## src/verilog/cgmc_pkg.sv

```systemverilog
// Purpose: Shared constants and types of the clock generator mode control
// Assumes: 32-bit AXI4-Lite register bus, 100 MHz bus clock
// Notes:   Each control register is 8 bits wide in the low byte of a word
package cgmc_pkg;

   // ---------------------------------------------------------------
   // Register map
   // ---------------------------------------------------------------
   localparam logic [7:0] CGMC_OFS_CTRL_ONE  = 8'h00;
   localparam logic [7:0] CGMC_OFS_CTRL_TWO  = 8'h04;
   localparam logic [7:0] CGMC_OFS_STATUS    = 8'h08;

   // ---------------------------------------------------------------
   // Field positions
   // ---------------------------------------------------------------
   localparam int CGMC_STS_LOCK_LOSS_BIT  = 4;
   localparam int CGMC_STS_CLOCK_LOSS_BIT = 3;

   // ---------------------------------------------------------------
   // Reset values
   // ---------------------------------------------------------------
   localparam logic [7:0] CGMC_CTRL_ONE_RST = 8'h00;
   localparam logic [7:0] CGMC_CTRL_TWO_RST = 8'h00;

   // ---------------------------------------------------------------
   // Encodings and factors
   // ---------------------------------------------------------------
   localparam logic [1:0] CGMC_RESP_OKAY   = 2'h0;
   localparam logic [1:0] CGMC_RESP_SLVERR = 2'h2;
   localparam logic [6:0] CGMC_P_LOW_RANGE  = 7'h40;
   localparam logic [6:0] CGMC_P_HIGH_RANGE = 7'h01;

   // ---------------------------------------------------------------
   // Timing
   // ---------------------------------------------------------------
   localparam int CGMC_CLK_PERIOD_NS = 10;
   localparam int CGMC_SYNC_TIME_NS  = 40;
   localparam int CGMC_SYNC_CYCLES_I =
      (CGMC_SYNC_TIME_NS + CGMC_CLK_PERIOD_NS - 1) / CGMC_CLK_PERIOD_NS;
   localparam logic [3:0] CGMC_SYNC_CYCLES = 4'(CGMC_SYNC_CYCLES_I);

   typedef enum logic [1:0]
   {
      CGMC_MODE_SELF_CLOCKED  = 2'b00,
      CGMC_MODE_ENGAGED_INT   = 2'b01,
      CGMC_MODE_BYPASSED_EXT  = 2'b10,
      CGMC_MODE_ENGAGED_EXT   = 2'b11
   } cgmc_mode_t;

   typedef struct packed
   {
      logic       osc_high_gain_sel;
      logic       range_high;
      logic       ext_ref_select;
      logic [1:0] clock_mode_request;
      logic       osc_keep_in_off;
      logic       clock_loss_detect_disable;
      logic       reserved0;
   } cgmc_ctrl_one_t;

   typedef struct packed
   {
      logic       lock_loss_reset_en;
      logic [2:0] loop_multiplier;
      logic       clock_loss_reset_en;
      logic [2:0] output_divider;
   } cgmc_ctrl_two_t;

endpackage : cgmc_pkg

```

## src/verilog/cgmc_top.sv

```systemverilog
// Purpose: Control registers and mode control of the clock generator
// Assumes: AXI4-Lite slave, single outstanding write and read
// Notes:   Loop, oscillator and monitors are outside; they report in
`timescale 1ns/1ps

module cgmc_top
   import cgmc_pkg::*;
(
   input  wire logic        aclk,
   input  wire logic        aresetn,
   input  wire logic [7:0]  s_axi_awaddr,
   input  wire logic        s_axi_awvalid,
   output logic             s_axi_awready,
   input  wire logic [31:0] s_axi_wdata,
   input  wire logic [3:0]  s_axi_wstrb,
   input  wire logic        s_axi_wvalid,
   output logic             s_axi_wready,
   output logic [1:0]       s_axi_bresp,
   output logic             s_axi_bvalid,
   input  wire logic        s_axi_bready,
   input  wire logic [7:0]  s_axi_araddr,
   input  wire logic        s_axi_arvalid,
   output logic             s_axi_arready,
   output logic [31:0]      s_axi_rdata,
   output logic [1:0]       s_axi_rresp,
   output logic             s_axi_rvalid,
   input  wire logic        s_axi_rready,
   input  wire logic        off_mode_req,
   input  wire logic        osc_enable_in,
   input  wire logic        ext_ref_freq_ok,
   input  wire logic        lock_lost_evt,
   input  wire logic        clock_lost_evt,
   output logic [1:0]       active_mode_r,
   output logic             clock_static_r,
   output logic             ext_pin_reserved_r,
   output logic             ext_ref_select_r,
   output logic             osc_high_gain_r,
   output logic             osc_enable_r,
   output logic [6:0]       loop_prescale_r,
   output logic [4:0]       loop_mult_n_r,
   output logic [7:0]       output_div_r,
   output logic             loss_detect_en_r,
   output logic             lock_loss_irq_r,
   output logic             lock_loss_rst_r,
   output logic             clock_loss_irq_r,
   output logic             clock_loss_rst_r
);

   // ---------------------------------------------------------------
   // Decoding functions
   // ---------------------------------------------------------------
   function automatic logic [4:0] mult_factor(input logic [2:0] code);
      mult_factor = 5'(({2'h0, code} + 5'h02) << 1);
   endfunction : mult_factor

   function automatic logic [7:0] div_factor(input logic [2:0] code);
      div_factor = 8'(8'h01 << code);
   endfunction : div_factor

   function automatic logic [3:0] count_down(input logic [3:0] cnt);
      count_down = (cnt == 4'h0) ? 4'h0 : 4'(cnt - 4'h1);
   endfunction : count_down

   // ---------------------------------------------------------------
   // State
   // ---------------------------------------------------------------
   cgmc_ctrl_one_t ctrl_one_r;
   cgmc_ctrl_two_t ctrl_two_r;
   logic           first_write_done_r;
   logic [3:0]     mode_cnt_r;
   logic           mode_pend_r;
   logic [3:0]     mult_cnt_r;
   logic           mult_pend_r;
   logic [3:0]     div_cnt_r;
   logic           div_pend_r;
   logic [2:0]     mult_applied_r;
   logic [2:0]     div_applied_r;
   logic           ext_ref_stable_r;
   logic           lock_loss_flag_r;
   logic           clock_loss_flag_r;
   logic [7:0]     awaddr_r;
   logic           aw_held_r;
   logic [31:0]    wdata_r;
   logic [3:0]     wstrb_r;
   logic           w_held_r;

   logic           wr_fire;
   logic           wr_one;
   logic           wr_two;
   logic           wr_sts;
   logic           wr_hit;
   logic [7:0]     wbyte;
   cgmc_ctrl_one_t wone;
   cgmc_ctrl_two_t wtwo;
   logic           mode_take;
   logic           ext_mode_now;
   logic           osc_keep;

   // ---------------------------------------------------------------
   // AXI4-Lite write channel
   // ---------------------------------------------------------------
   assign wr_fire = aw_held_r && w_held_r && !s_axi_bvalid;
   assign wr_hit  = wr_fire && wstrb_r[0];
   assign wbyte   = wdata_r[7:0];
   assign wone    = cgmc_ctrl_one_t'(wbyte);
   assign wtwo    = cgmc_ctrl_two_t'(wbyte);
   assign wr_one  = wr_hit && (awaddr_r == CGMC_OFS_CTRL_ONE);
   assign wr_two  = wr_hit && (awaddr_r == CGMC_OFS_CTRL_TWO);
   assign wr_sts  = wr_hit && (awaddr_r == CGMC_OFS_STATUS);

   always_ff @(posedge aclk)
   begin
      if (!aresetn)
      begin
         aw_held_r     <= 1'b0;
         awaddr_r      <= 8'h00;
         s_axi_awready <= 1'b0;
      end
      else
      begin
         s_axi_awready <= 1'b0;
         if (wr_fire)
            aw_held_r <= 1'b0;
         else if (s_axi_awvalid && s_axi_awready)
         begin
            aw_held_r <= 1'b1;
            awaddr_r  <= {s_axi_awaddr[7:2], 2'b00};
         end
         else if (s_axi_awvalid && !aw_held_r)
            s_axi_awready <= 1'b1;
      end
   end

   always_ff @(posedge aclk)
   begin
      if (!aresetn)
      begin
         w_held_r     <= 1'b0;
         wdata_r      <= 32'h0000_0000;
         wstrb_r      <= 4'h0;
         s_axi_wready <= 1'b0;
      end
      else
      begin
         s_axi_wready <= 1'b0;
         if (wr_fire)
            w_held_r <= 1'b0;
         else if (s_axi_wvalid && s_axi_wready)
         begin
            w_held_r <= 1'b1;
            wdata_r  <= s_axi_wdata;
            wstrb_r  <= s_axi_wstrb;
         end
         else if (s_axi_wvalid && !w_held_r)
            s_axi_wready <= 1'b1;
      end
   end

   always_ff @(posedge aclk)
   begin
      if (!aresetn)
      begin
         s_axi_bvalid <= 1'b0;
         s_axi_bresp  <= CGMC_RESP_OKAY;
      end
      else if (wr_fire)
      begin
         s_axi_bvalid <= 1'b1;
         s_axi_bresp  <= (awaddr_r == CGMC_OFS_CTRL_ONE ||
                          awaddr_r == CGMC_OFS_CTRL_TWO ||
                          awaddr_r == CGMC_OFS_STATUS)
                         ? CGMC_RESP_OKAY : CGMC_RESP_SLVERR;
      end
      else if (s_axi_bready)
         s_axi_bvalid <= 1'b0;
   end

   // ---------------------------------------------------------------
   // AXI4-Lite read channel
   // ---------------------------------------------------------------
   always_ff @(posedge aclk)
   begin
      if (!aresetn)
      begin
         s_axi_arready <= 1'b0;
         s_axi_rvalid  <= 1'b0;
         s_axi_rdata   <= 32'h0000_0000;
         s_axi_rresp   <= CGMC_RESP_OKAY;
      end
      else
      begin
         s_axi_arready <= 1'b0;
         if (s_axi_rvalid)
         begin
            if (s_axi_rready)
               s_axi_rvalid <= 1'b0;
         end
         else if (s_axi_arvalid && s_axi_arready)
         begin
            s_axi_rvalid <= 1'b1;
            s_axi_rresp  <= CGMC_RESP_OKAY;
            unique case ({s_axi_araddr[7:2], 2'b00})
               CGMC_OFS_CTRL_ONE:
                  s_axi_rdata <= {24'h00_0000, ctrl_one_r};
               CGMC_OFS_CTRL_TWO:
                  s_axi_rdata <= {24'h00_0000, ctrl_two_r};
               CGMC_OFS_STATUS:
                  s_axi_rdata <= {24'h00_0000, active_mode_r,
                                  ext_ref_select_r, lock_loss_flag_r,
                                  clock_loss_flag_r,
                                  mode_pend_r | mult_pend_r | div_pend_r,
                                  ext_ref_stable_r, clock_static_r};
               default:
               begin
                  s_axi_rdata <= 32'h0000_0000;
                  s_axi_rresp <= CGMC_RESP_SLVERR;
               end
            endcase
         end
         else if (s_axi_arvalid)
            s_axi_arready <= 1'b1;
      end
   end

   // ---------------------------------------------------------------
   // Control register one
   // ---------------------------------------------------------------
   // Mode write accepted only when idle and not asking for an
   // unreserved external pin
   assign mode_take = wr_one && !mode_pend_r &&
                      (!first_write_done_r || ext_pin_reserved_r ||
                       !wone.clock_mode_request[1]);

   always_ff @(posedge aclk)
   begin
      if (!aresetn)
      begin
         ctrl_one_r         <= cgmc_ctrl_one_t'(CGMC_CTRL_ONE_RST);
         first_write_done_r <= 1'b0;
         ext_pin_reserved_r <= 1'b0;
      end
      else if (wr_one)
      begin
         first_write_done_r <= 1'b1;
         if (!first_write_done_r)
         begin
            ctrl_one_r.osc_high_gain_sel <= wone.osc_high_gain_sel;
            ctrl_one_r.range_high        <= wone.range_high;
            ctrl_one_r.ext_ref_select    <= wone.ext_ref_select;
            ext_pin_reserved_r <= wone.clock_mode_request[1];
         end
         if (mode_take)
            ctrl_one_r.clock_mode_request <= wone.clock_mode_request;
         ctrl_one_r.osc_keep_in_off           <= wone.osc_keep_in_off;
         ctrl_one_r.clock_loss_detect_disable <=
            wone.clock_loss_detect_disable;
      end
   end

   // ---------------------------------------------------------------
   // Mode update and switching
   // ---------------------------------------------------------------
   always_ff @(posedge aclk)
   begin
      if (!aresetn)
      begin
         mode_pend_r   <= 1'b0;
         mode_cnt_r    <= 4'h0;
         active_mode_r <= CGMC_MODE_SELF_CLOCKED;
      end
      else if (mode_take)
      begin
         mode_pend_r <= 1'b1;
         mode_cnt_r  <= CGMC_SYNC_CYCLES;
      end
      else if (mode_pend_r && !off_mode_req)
      begin
         mode_cnt_r <= count_down(mode_cnt_r);
         // Old clock kept until the external reference is stable when switching to bypassed external
         if (mode_cnt_r == 4'h0 &&
             (ctrl_one_r.clock_mode_request != CGMC_MODE_BYPASSED_EXT ||
              ext_ref_stable_r))
         begin
            active_mode_r <= ctrl_one_r.clock_mode_request;
            mode_pend_r   <= 1'b0;
         end
      end
   end

   // Off mode freezes the output, stalls a pending mode switch and leaves the oscillator enabled only where osc_keep holds; the request field is untouched
   always_ff @(posedge aclk)
   begin
      if (!aresetn)
         clock_static_r <= 1'b0;
      else
         clock_static_r <= off_mode_req;
   end

   // ---------------------------------------------------------------
   // Oscillator and reference control
   // ---------------------------------------------------------------
   assign ext_mode_now = active_mode_r[1];

   always_comb
   begin
      if (ctrl_one_r.osc_high_gain_sel && ctrl_one_r.range_high)
         osc_keep = 1'b1;
      else if (ctrl_one_r.osc_keep_in_off)
         osc_keep = ctrl_one_r.clock_mode_request[1] &&
                    ctrl_one_r.ext_ref_select;
      else
         osc_keep = osc_enable_in && ctrl_one_r.ext_ref_select &&
                    ctrl_one_r.clock_mode_request ==
                    CGMC_MODE_BYPASSED_EXT;
   end

   always_ff @(posedge aclk)
   begin
      if (!aresetn)
      begin
         osc_enable_r     <= 1'b0;
         osc_high_gain_r  <= 1'b0;
         ext_ref_select_r <= 1'b0;
         loop_prescale_r  <= CGMC_P_HIGH_RANGE;
         ext_ref_stable_r <= 1'b0;
         loss_detect_en_r <= 1'b0;
      end
      else
      begin
         osc_high_gain_r  <= ctrl_one_r.osc_high_gain_sel;
         ext_ref_select_r <= ext_pin_reserved_r &&
                             ctrl_one_r.ext_ref_select;
         if (!ext_pin_reserved_r || !ctrl_one_r.ext_ref_select)
            osc_enable_r <= 1'b0;
         else if (off_mode_req)
            osc_enable_r <= osc_keep;
         else
            osc_enable_r <= 1'b1;
         // Range only shapes the prescaler on an external reference
         if (ext_mode_now)
            loop_prescale_r <= ctrl_one_r.range_high
                               ? CGMC_P_HIGH_RANGE
                               : CGMC_P_LOW_RANGE;
         else
            loop_prescale_r <= CGMC_P_HIGH_RANGE;
         ext_ref_stable_r <= ext_pin_reserved_r && ext_ref_freq_ok;
         loss_detect_en_r <= !ctrl_one_r.clock_loss_detect_disable;
      end
   end

   // ---------------------------------------------------------------
   // Control register two and loop factors
   // ---------------------------------------------------------------
   always_ff @(posedge aclk)
   begin
      if (!aresetn)
      begin
         ctrl_two_r     <= cgmc_ctrl_two_t'(CGMC_CTRL_TWO_RST);
         mult_pend_r    <= 1'b0;
         mult_cnt_r     <= 4'h0;
         div_pend_r     <= 1'b0;
         div_cnt_r      <= 4'h0;
         mult_applied_r <= 3'h0;
         div_applied_r  <= 3'h0;
      end
      else
      begin
         mult_cnt_r <= count_down(mult_cnt_r);
         div_cnt_r  <= count_down(div_cnt_r);
         if (mult_pend_r && mult_cnt_r == 4'h0)
         begin
            mult_pend_r    <= 1'b0;
            mult_applied_r <= ctrl_two_r.loop_multiplier;
         end
         if (div_pend_r && div_cnt_r == 4'h0)
         begin
            div_pend_r    <= 1'b0;
            div_applied_r <= ctrl_two_r.output_divider;
         end
         if (wr_two)
         begin
            ctrl_two_r.lock_loss_reset_en  <= wtwo.lock_loss_reset_en;
            ctrl_two_r.clock_loss_reset_en <= wtwo.clock_loss_reset_en;
            if (!mult_pend_r)
            begin
               ctrl_two_r.loop_multiplier <= wtwo.loop_multiplier;
               mult_pend_r <= 1'b1;
               mult_cnt_r  <= CGMC_SYNC_CYCLES;
            end
            if (!div_pend_r)
            begin
               ctrl_two_r.output_divider <= wtwo.output_divider;
               div_pend_r <= 1'b1;
               div_cnt_r  <= CGMC_SYNC_CYCLES;
            end
         end
      end
   end

   always_ff @(posedge aclk)
   begin
      if (!aresetn)
      begin
         loop_mult_n_r <= mult_factor(3'h0);
         output_div_r  <= div_factor(3'h0);
      end
      else
      begin
         loop_mult_n_r <= mult_factor(mult_applied_r);
         output_div_r  <= div_factor(div_applied_r);
      end
   end

   // ---------------------------------------------------------------
   // Loss flags and requests
   // ---------------------------------------------------------------
   // A new loss in the clearing cycle keeps the flag set
   always_ff @(posedge aclk)
   begin
      if (!aresetn)
      begin
         lock_loss_flag_r  <= 1'b0;
         clock_loss_flag_r <= 1'b0;
      end
      else
      begin
         if (lock_lost_evt)
            lock_loss_flag_r <= 1'b1;
         else if (wr_sts && wbyte[CGMC_STS_LOCK_LOSS_BIT])
            lock_loss_flag_r <= 1'b0;
         if (clock_lost_evt && loss_detect_en_r)
            clock_loss_flag_r <= 1'b1;
         else if (wr_sts && wbyte[CGMC_STS_CLOCK_LOSS_BIT])
            clock_loss_flag_r <= 1'b0;
      end
   end

   always_ff @(posedge aclk)
   begin
      if (!aresetn)
      begin
         lock_loss_irq_r  <= 1'b0;
         lock_loss_rst_r  <= 1'b0;
         clock_loss_irq_r <= 1'b0;
         clock_loss_rst_r <= 1'b0;
      end
      else
      begin
         lock_loss_irq_r  <= lock_loss_flag_r &&
                             !ctrl_two_r.lock_loss_reset_en;
         lock_loss_rst_r  <= lock_loss_flag_r &&
                             ctrl_two_r.lock_loss_reset_en;
         clock_loss_irq_r <= clock_loss_flag_r &&
                             !ctrl_two_r.clock_loss_reset_en;
         clock_loss_rst_r <= clock_loss_flag_r &&
                             ctrl_two_r.clock_loss_reset_en;
      end
   end

endmodule : cgmc_top

```

## config.mk

```make
export PLATFORM = sky130hd
export DESIGN_NAME = cgmc_top
export DESIGN_NICKNAME = d
export VERILOG_FILES = /design/src/verilog/cgmc_pkg.sv /design/src/verilog/cgmc_top.sv
export SDC_FILE = /design/constraint.sdc
export NUM_CORES = 1
export LEC_CHECK = 0
export BUFFER_PORTS_ARGS = -buffer_cell sky130_fd_sc_hd__buf_2
export CAP_MARGIN = 20
export CORE_AREA = 3 3 109 111
export DETAILED_ROUTE_END_ITERATION = 7
export DIE_AREA = 0 0 112 114
export SLEW_MARGIN = 10
export SYNTH_ARGS = -nofsm -noshare
export SYNTH_HDL_FRONTEND = slang
export SYNTH_SLANG_ARGS = --single-unit
```

## constraint.sdc

```tcl
create_clock -name aclk -period 2.35 [get_ports aclk]
set_input_delay 0.235 -clock aclk [delete_from_list [all_inputs] [get_ports aclk]]
set_output_delay 0.235 -clock aclk [all_outputs]
set_load 0.01 [all_outputs]
```

# ---- After elaboration in Yosys (flattened, before gate mapping)
# Cells that the tools add are included.
dict set report op_classes {
  n_addsub 4
  eq_ne 6
  n_shift 1
  n_mux 37
  n_bitwise 9
  reduce_logical 75
}
# cell n
set op_table {}
lappend op_table {{$logic_and A1 B1 Y1} 30}
lappend op_table {{$mux W4} 7}
lappend op_table {{$mux W1} 24}
lappend op_table {{$pmux W8 S3} 1}
lappend op_table {{$reduce_and A2 Y1} 9}
lappend op_table {{$eq A6 B1 Y1 const B} 2}
lappend op_table {{$eq A6 B2 Y1 const B} 2}
lappend op_table {{$logic_not A1 Y1} 12}
lappend op_table {{$logic_not A4 Y1} 3}
lappend op_table {{$reduce_or A3 Y1} 4}
lappend op_table {{$sub A4 B1 Y4 const B} 3}
lappend op_table {{$reduce_bool A2 Y1} 5}
lappend op_table {{$logic_not A8 Y1} 1}
lappend op_table {{$shl A1 B3 Y8 const A} 1}
lappend op_table {{$mux W7} 1}
lappend op_table {{$not A1 Y1} 7}
lappend op_table {{$logic_not A6 Y1} 1}
lappend op_table {{$logic_or A1 B1 Y1} 6}
lappend op_table {{$mux W3} 2}
lappend op_table {{$reduce_or A2 Y1} 3}
lappend op_table {{$add A3 B2 Y4 const B} 1}
lappend op_table {{$mux W2} 2}
lappend op_table {{$reduce_and A3 Y1} 1}
lappend op_table {{$eq A2 B2 Y1 const B} 1}
lappend op_table {{2 further kinds} 3}
dict set report totals {
  register_bits 130
  out_inout_bits 73
  wordCells 183
}

# ---- Longest topological paths before layout
dict set report logic_depth {
  word_depth 8
  depth_mapped 6
}

# ---- Worst setup path before layout
# No wires, ideal clock.
dict set report synth_timing {
  kind {register to register}
  startpoint {register awaddr_r[4]}
  endpoint {register mode_cnt_r[0]}
  arrival_ps 1917
  required_ps 2234
  path_slack_ps 317
  path_stages_with_launch 5
  path_buffers 0
  path_cell_list {dfxtp_1 or4_4 or4_4 or3_4 and3_1}
}
dict set report synth_between {
  elab_chain_len 5
}
# element line
set synth_rtl {}
lappend synth_rtl {{start: declaration} cgmc_top.sv:81} ;# logic [7:0] awaddr_r;
lappend synth_rtl {{start signal: assignment} cgmc_top.sv:127} ;# awaddr_r <= {s_axi_awaddr[7:2], 2'b00};
lappend synth_rtl {{$logic_not A8 Y1} cgmc_top.sv:107} ;# assign wr_one = wr_hit && (awaddr_r == CGMC_OFS_CTRL_ONE);
lappend synth_rtl {{$logic_and A1 B1 Y1} cgmc_top.sv:107}
lappend synth_rtl {{$logic_and A1 B1 Y1 (2 in series)} cgmc_top.sv:230} ;# assign mode_take = wr_one && !mode_pend_r &&
lappend synth_rtl {{$reduce_or A2 Y1 (no source line)} --}
lappend synth_rtl {{end signal: assignment} cgmc_top.sv:278} ;# mode_cnt_r <= count_down(mode_cnt_r);
lappend synth_rtl {{end: declaration} cgmc_top.sv:70} ;# logic [3:0] mode_cnt_r;
# No other way between the ends.
# A chain may end at the register's enable or synchronous reset.

# ---- Worst setup path in the final report
# Ends and elaborated chain as after synthesis.

==> reports/metrics.cfg <==
[timing]
final-setup-viol-count=0
max_slew_margin=0.556
max_freq_mhz=473
fin_setup_tns_ns=0
finalMaxSlewViolations=0
skew_ns=0.0135
holdWs_ns=0.0926
final.min_clock_period_ns=2.11
rsz0062_at_grt=false
period_share=0.899
hold_violations=0
worst_pin_slew_ns=0.660
setup_ws_ns=0.238

[layout]
postLayoutCellArea_mm2=0.00453
nets=558
utilization=0.416
num_antenna_cells=0
area_growth_pct=17.5
layout-drive-gt1-share=0.213

[clock_network]
cts-resized-gates=0
clock_path_buffers=2
cts_buffers=9
cts.reportedPaths.clkPinSlew_ns=0.10
clock_sinks=98
clock_latency_ns=0.37
cts_root_buf=clkbuf_8
htreeDepth=3
tritoncts=built
hold_buffers=0
cts_setup_buffers=0

[floorplanning]
ios=137
dieArea_mm2=0.0128
core_area_mm2=0.0109
fp.dieH_um=114
die_x_um=112
start_util=0.354
rows=38

[setup_path]
slowest_stage=or4_4
cp.buffers_inverters=0
cp_data_arrival_time_ns=2.38
cpPeakStageDelay_ns=0.57
worst-path-max-fanout=6
cp-end-kind=register
critPathKind=reg2reg
cpMostUsedCell=or4_4
critPathRequiredTime_ns=2.62
ff2ff_setup_slack_ns=0.24
cp-start-kind=register
path_cells=or4_4, or4_4, or3_4, and3_1
critical-path-top-delay-family=simple AND/OR/NAND/NOR gates

[synth]
netlist_instances=421
synth.avg_cell_area_um2=9.16
ys_seq_area_frac=0.509
syn_area_mm2=0.00385
synth_ff_type=dfxtp_1
yosysWarningCount=0
synth-edff-count=0
ys_ff_latch=98
async_flop_share=0
synthDistinctLibCells=42

[pwr]
ir_drop_mv=0.333
seqPwrFrac=0.515
pwr-share-comb=0.049
p_leak_uw=0.00198
netSwitchingFraction=0.216
power_density_mw_per_mm2=728
intPower_uw=2590
pwr-share-clk=0.436
switching_power_uw=711

[grt]
grt_overflow=0
grt_antenna_before_repair=0
grt_pass1_wl_mm=13.8
grt_use_total=0.135
grt_pass1_vias=2812
grt_max_degree=35

[routing]
drt_pass1_iterations=4
finalWirelength_mm=8.52
drtIter0Drc=107
remaining_drc_errors=0
num_vias=2984
wl_per_cell_um=13.4
drt-vias-per-instance=4.68
ant_nets=0

[place]
post_dp_cell_area_mm2=0.00426
io_buffers=73
dp_hpwl_mm=6.33
place_ws_ns=0.255
place.gp.congestion=0.770

[outcome]
status=finished, final reports clean

[run]
cap_viol_max_count=0

[worst_hold_path]
hp-class=in2reg

-- cells in the mapped netlist, drive strengths merged (12+ instances only) --
cell | count | area [um2]
a21oi | 22 | 110
buf | 33 | 244
clkbuf | 17 | 63.8
dfxtp | 98 | 1960
mux2i | 28 | 280
nand2 | 55 | 206
nand3 | 12 | 60.1
nor2 | 40 | 150
nor3 | 12 | 60.1
o21ai | 24 | 120
-- logic make-up (layout without fill, tap and decap cells) --
kind of cell               after synthesis  after routing  synth area share
and+or+nand+nor                        166            166             0.219
DFF                                     98             98             0.509
AOI/OAI and AO/OA                       69             69             0.108
buffers and inverters                   58            104            0.0876
muxes                                   28             28            0.0727
adders and majority gates                1              1           0.00325
other                                    1             32          0.000973
-- placed cells by master (no fill, tap or decap), drive strengths merged, types with 4 or more instances in the layout --
master	count
buf	80
o31ai	5
inv	9
nor3	12
a31oi	4
dfxtp	98
nand2	55
a21oi	22
a22o	7
o21ai	24
nand2b	8
conb	32
nor4b	5
bufinv	4
and2	4
nand3	12
nor2	40
clkbuf	10
mux2i	28
and3	8
and3b	5
-- layer usage --
metal  GRT usage  vias up  share of wire  wire, um
met5           0        -              0         0
met4      0.0577        0          0.011        96
met3      0.0276        5          0.064       542
met2       0.201       94           0.42      3600
met1       0.190     1358           0.50      4290
li1            -     1527              -         -
-- sequential cells by signal, summed over array words and instances, names as in the netlist, 2 cells and up --
signal and count:
wdata_r 8, active_mode_r 2, ctrl_two_r 8, div_cnt_r 4, mult_cnt_r 4, loop_prescale_r 2, mult_applied_r 3, s_axi_rdata 8
awaddr_r 6, loop_mult_n_r 4, div_applied_r 3, output_div_r 8, mode_cnt_r 4, ctrl_one_r 7
-- tightest hold or removal path: stages --
cell and delay (ns):
buf_2 0.07, mux2i_1 0.05, nor2_1 0.07
-- metrics by stage --
stage | total power [uW] | instances
after floorplan | 1870 | 452
after global placement | 1900 | 622
after detailed placement | 1900 | 622
after CTS | 3340 | 638
after global routing | 3430 | 638
final | 3300 | 638
-- final timing paths --
| kind | start | to | cells after the start |
|---|---|---|---|
| max | awaddr_r[4] | mode_cnt_r[0] | 4 |
| min | s_axi_awaddr[5] | awaddr_r[5] | 3 |
| min reg2reg | mult_applied_r[1] | loop_mult_n_r[2] | 1 |
| max reg2reg | awaddr_r[4] | mode_cnt_r[0] | 4 |
-- cell type report --
type,instances,area [um2]
sequential,98,1960
timing repair buffer,80,418
clock inverter,6,136
inverter,8,30.0
fill,1132,6360
clock buffer,10,138
tap,140,175
multi-input combinational,296,1670
-- power groups by stage --
stage               clock (uW)  combinational, uW  sequential [uW]
floorplan                    0                136             1740
global placement             0                161             1740
detailed placement           0                161             1740
CTS                       1480                162             1700
global route              1550                180             1700
finish                    1440                161             1700
(Power assumes the default switching activity.)
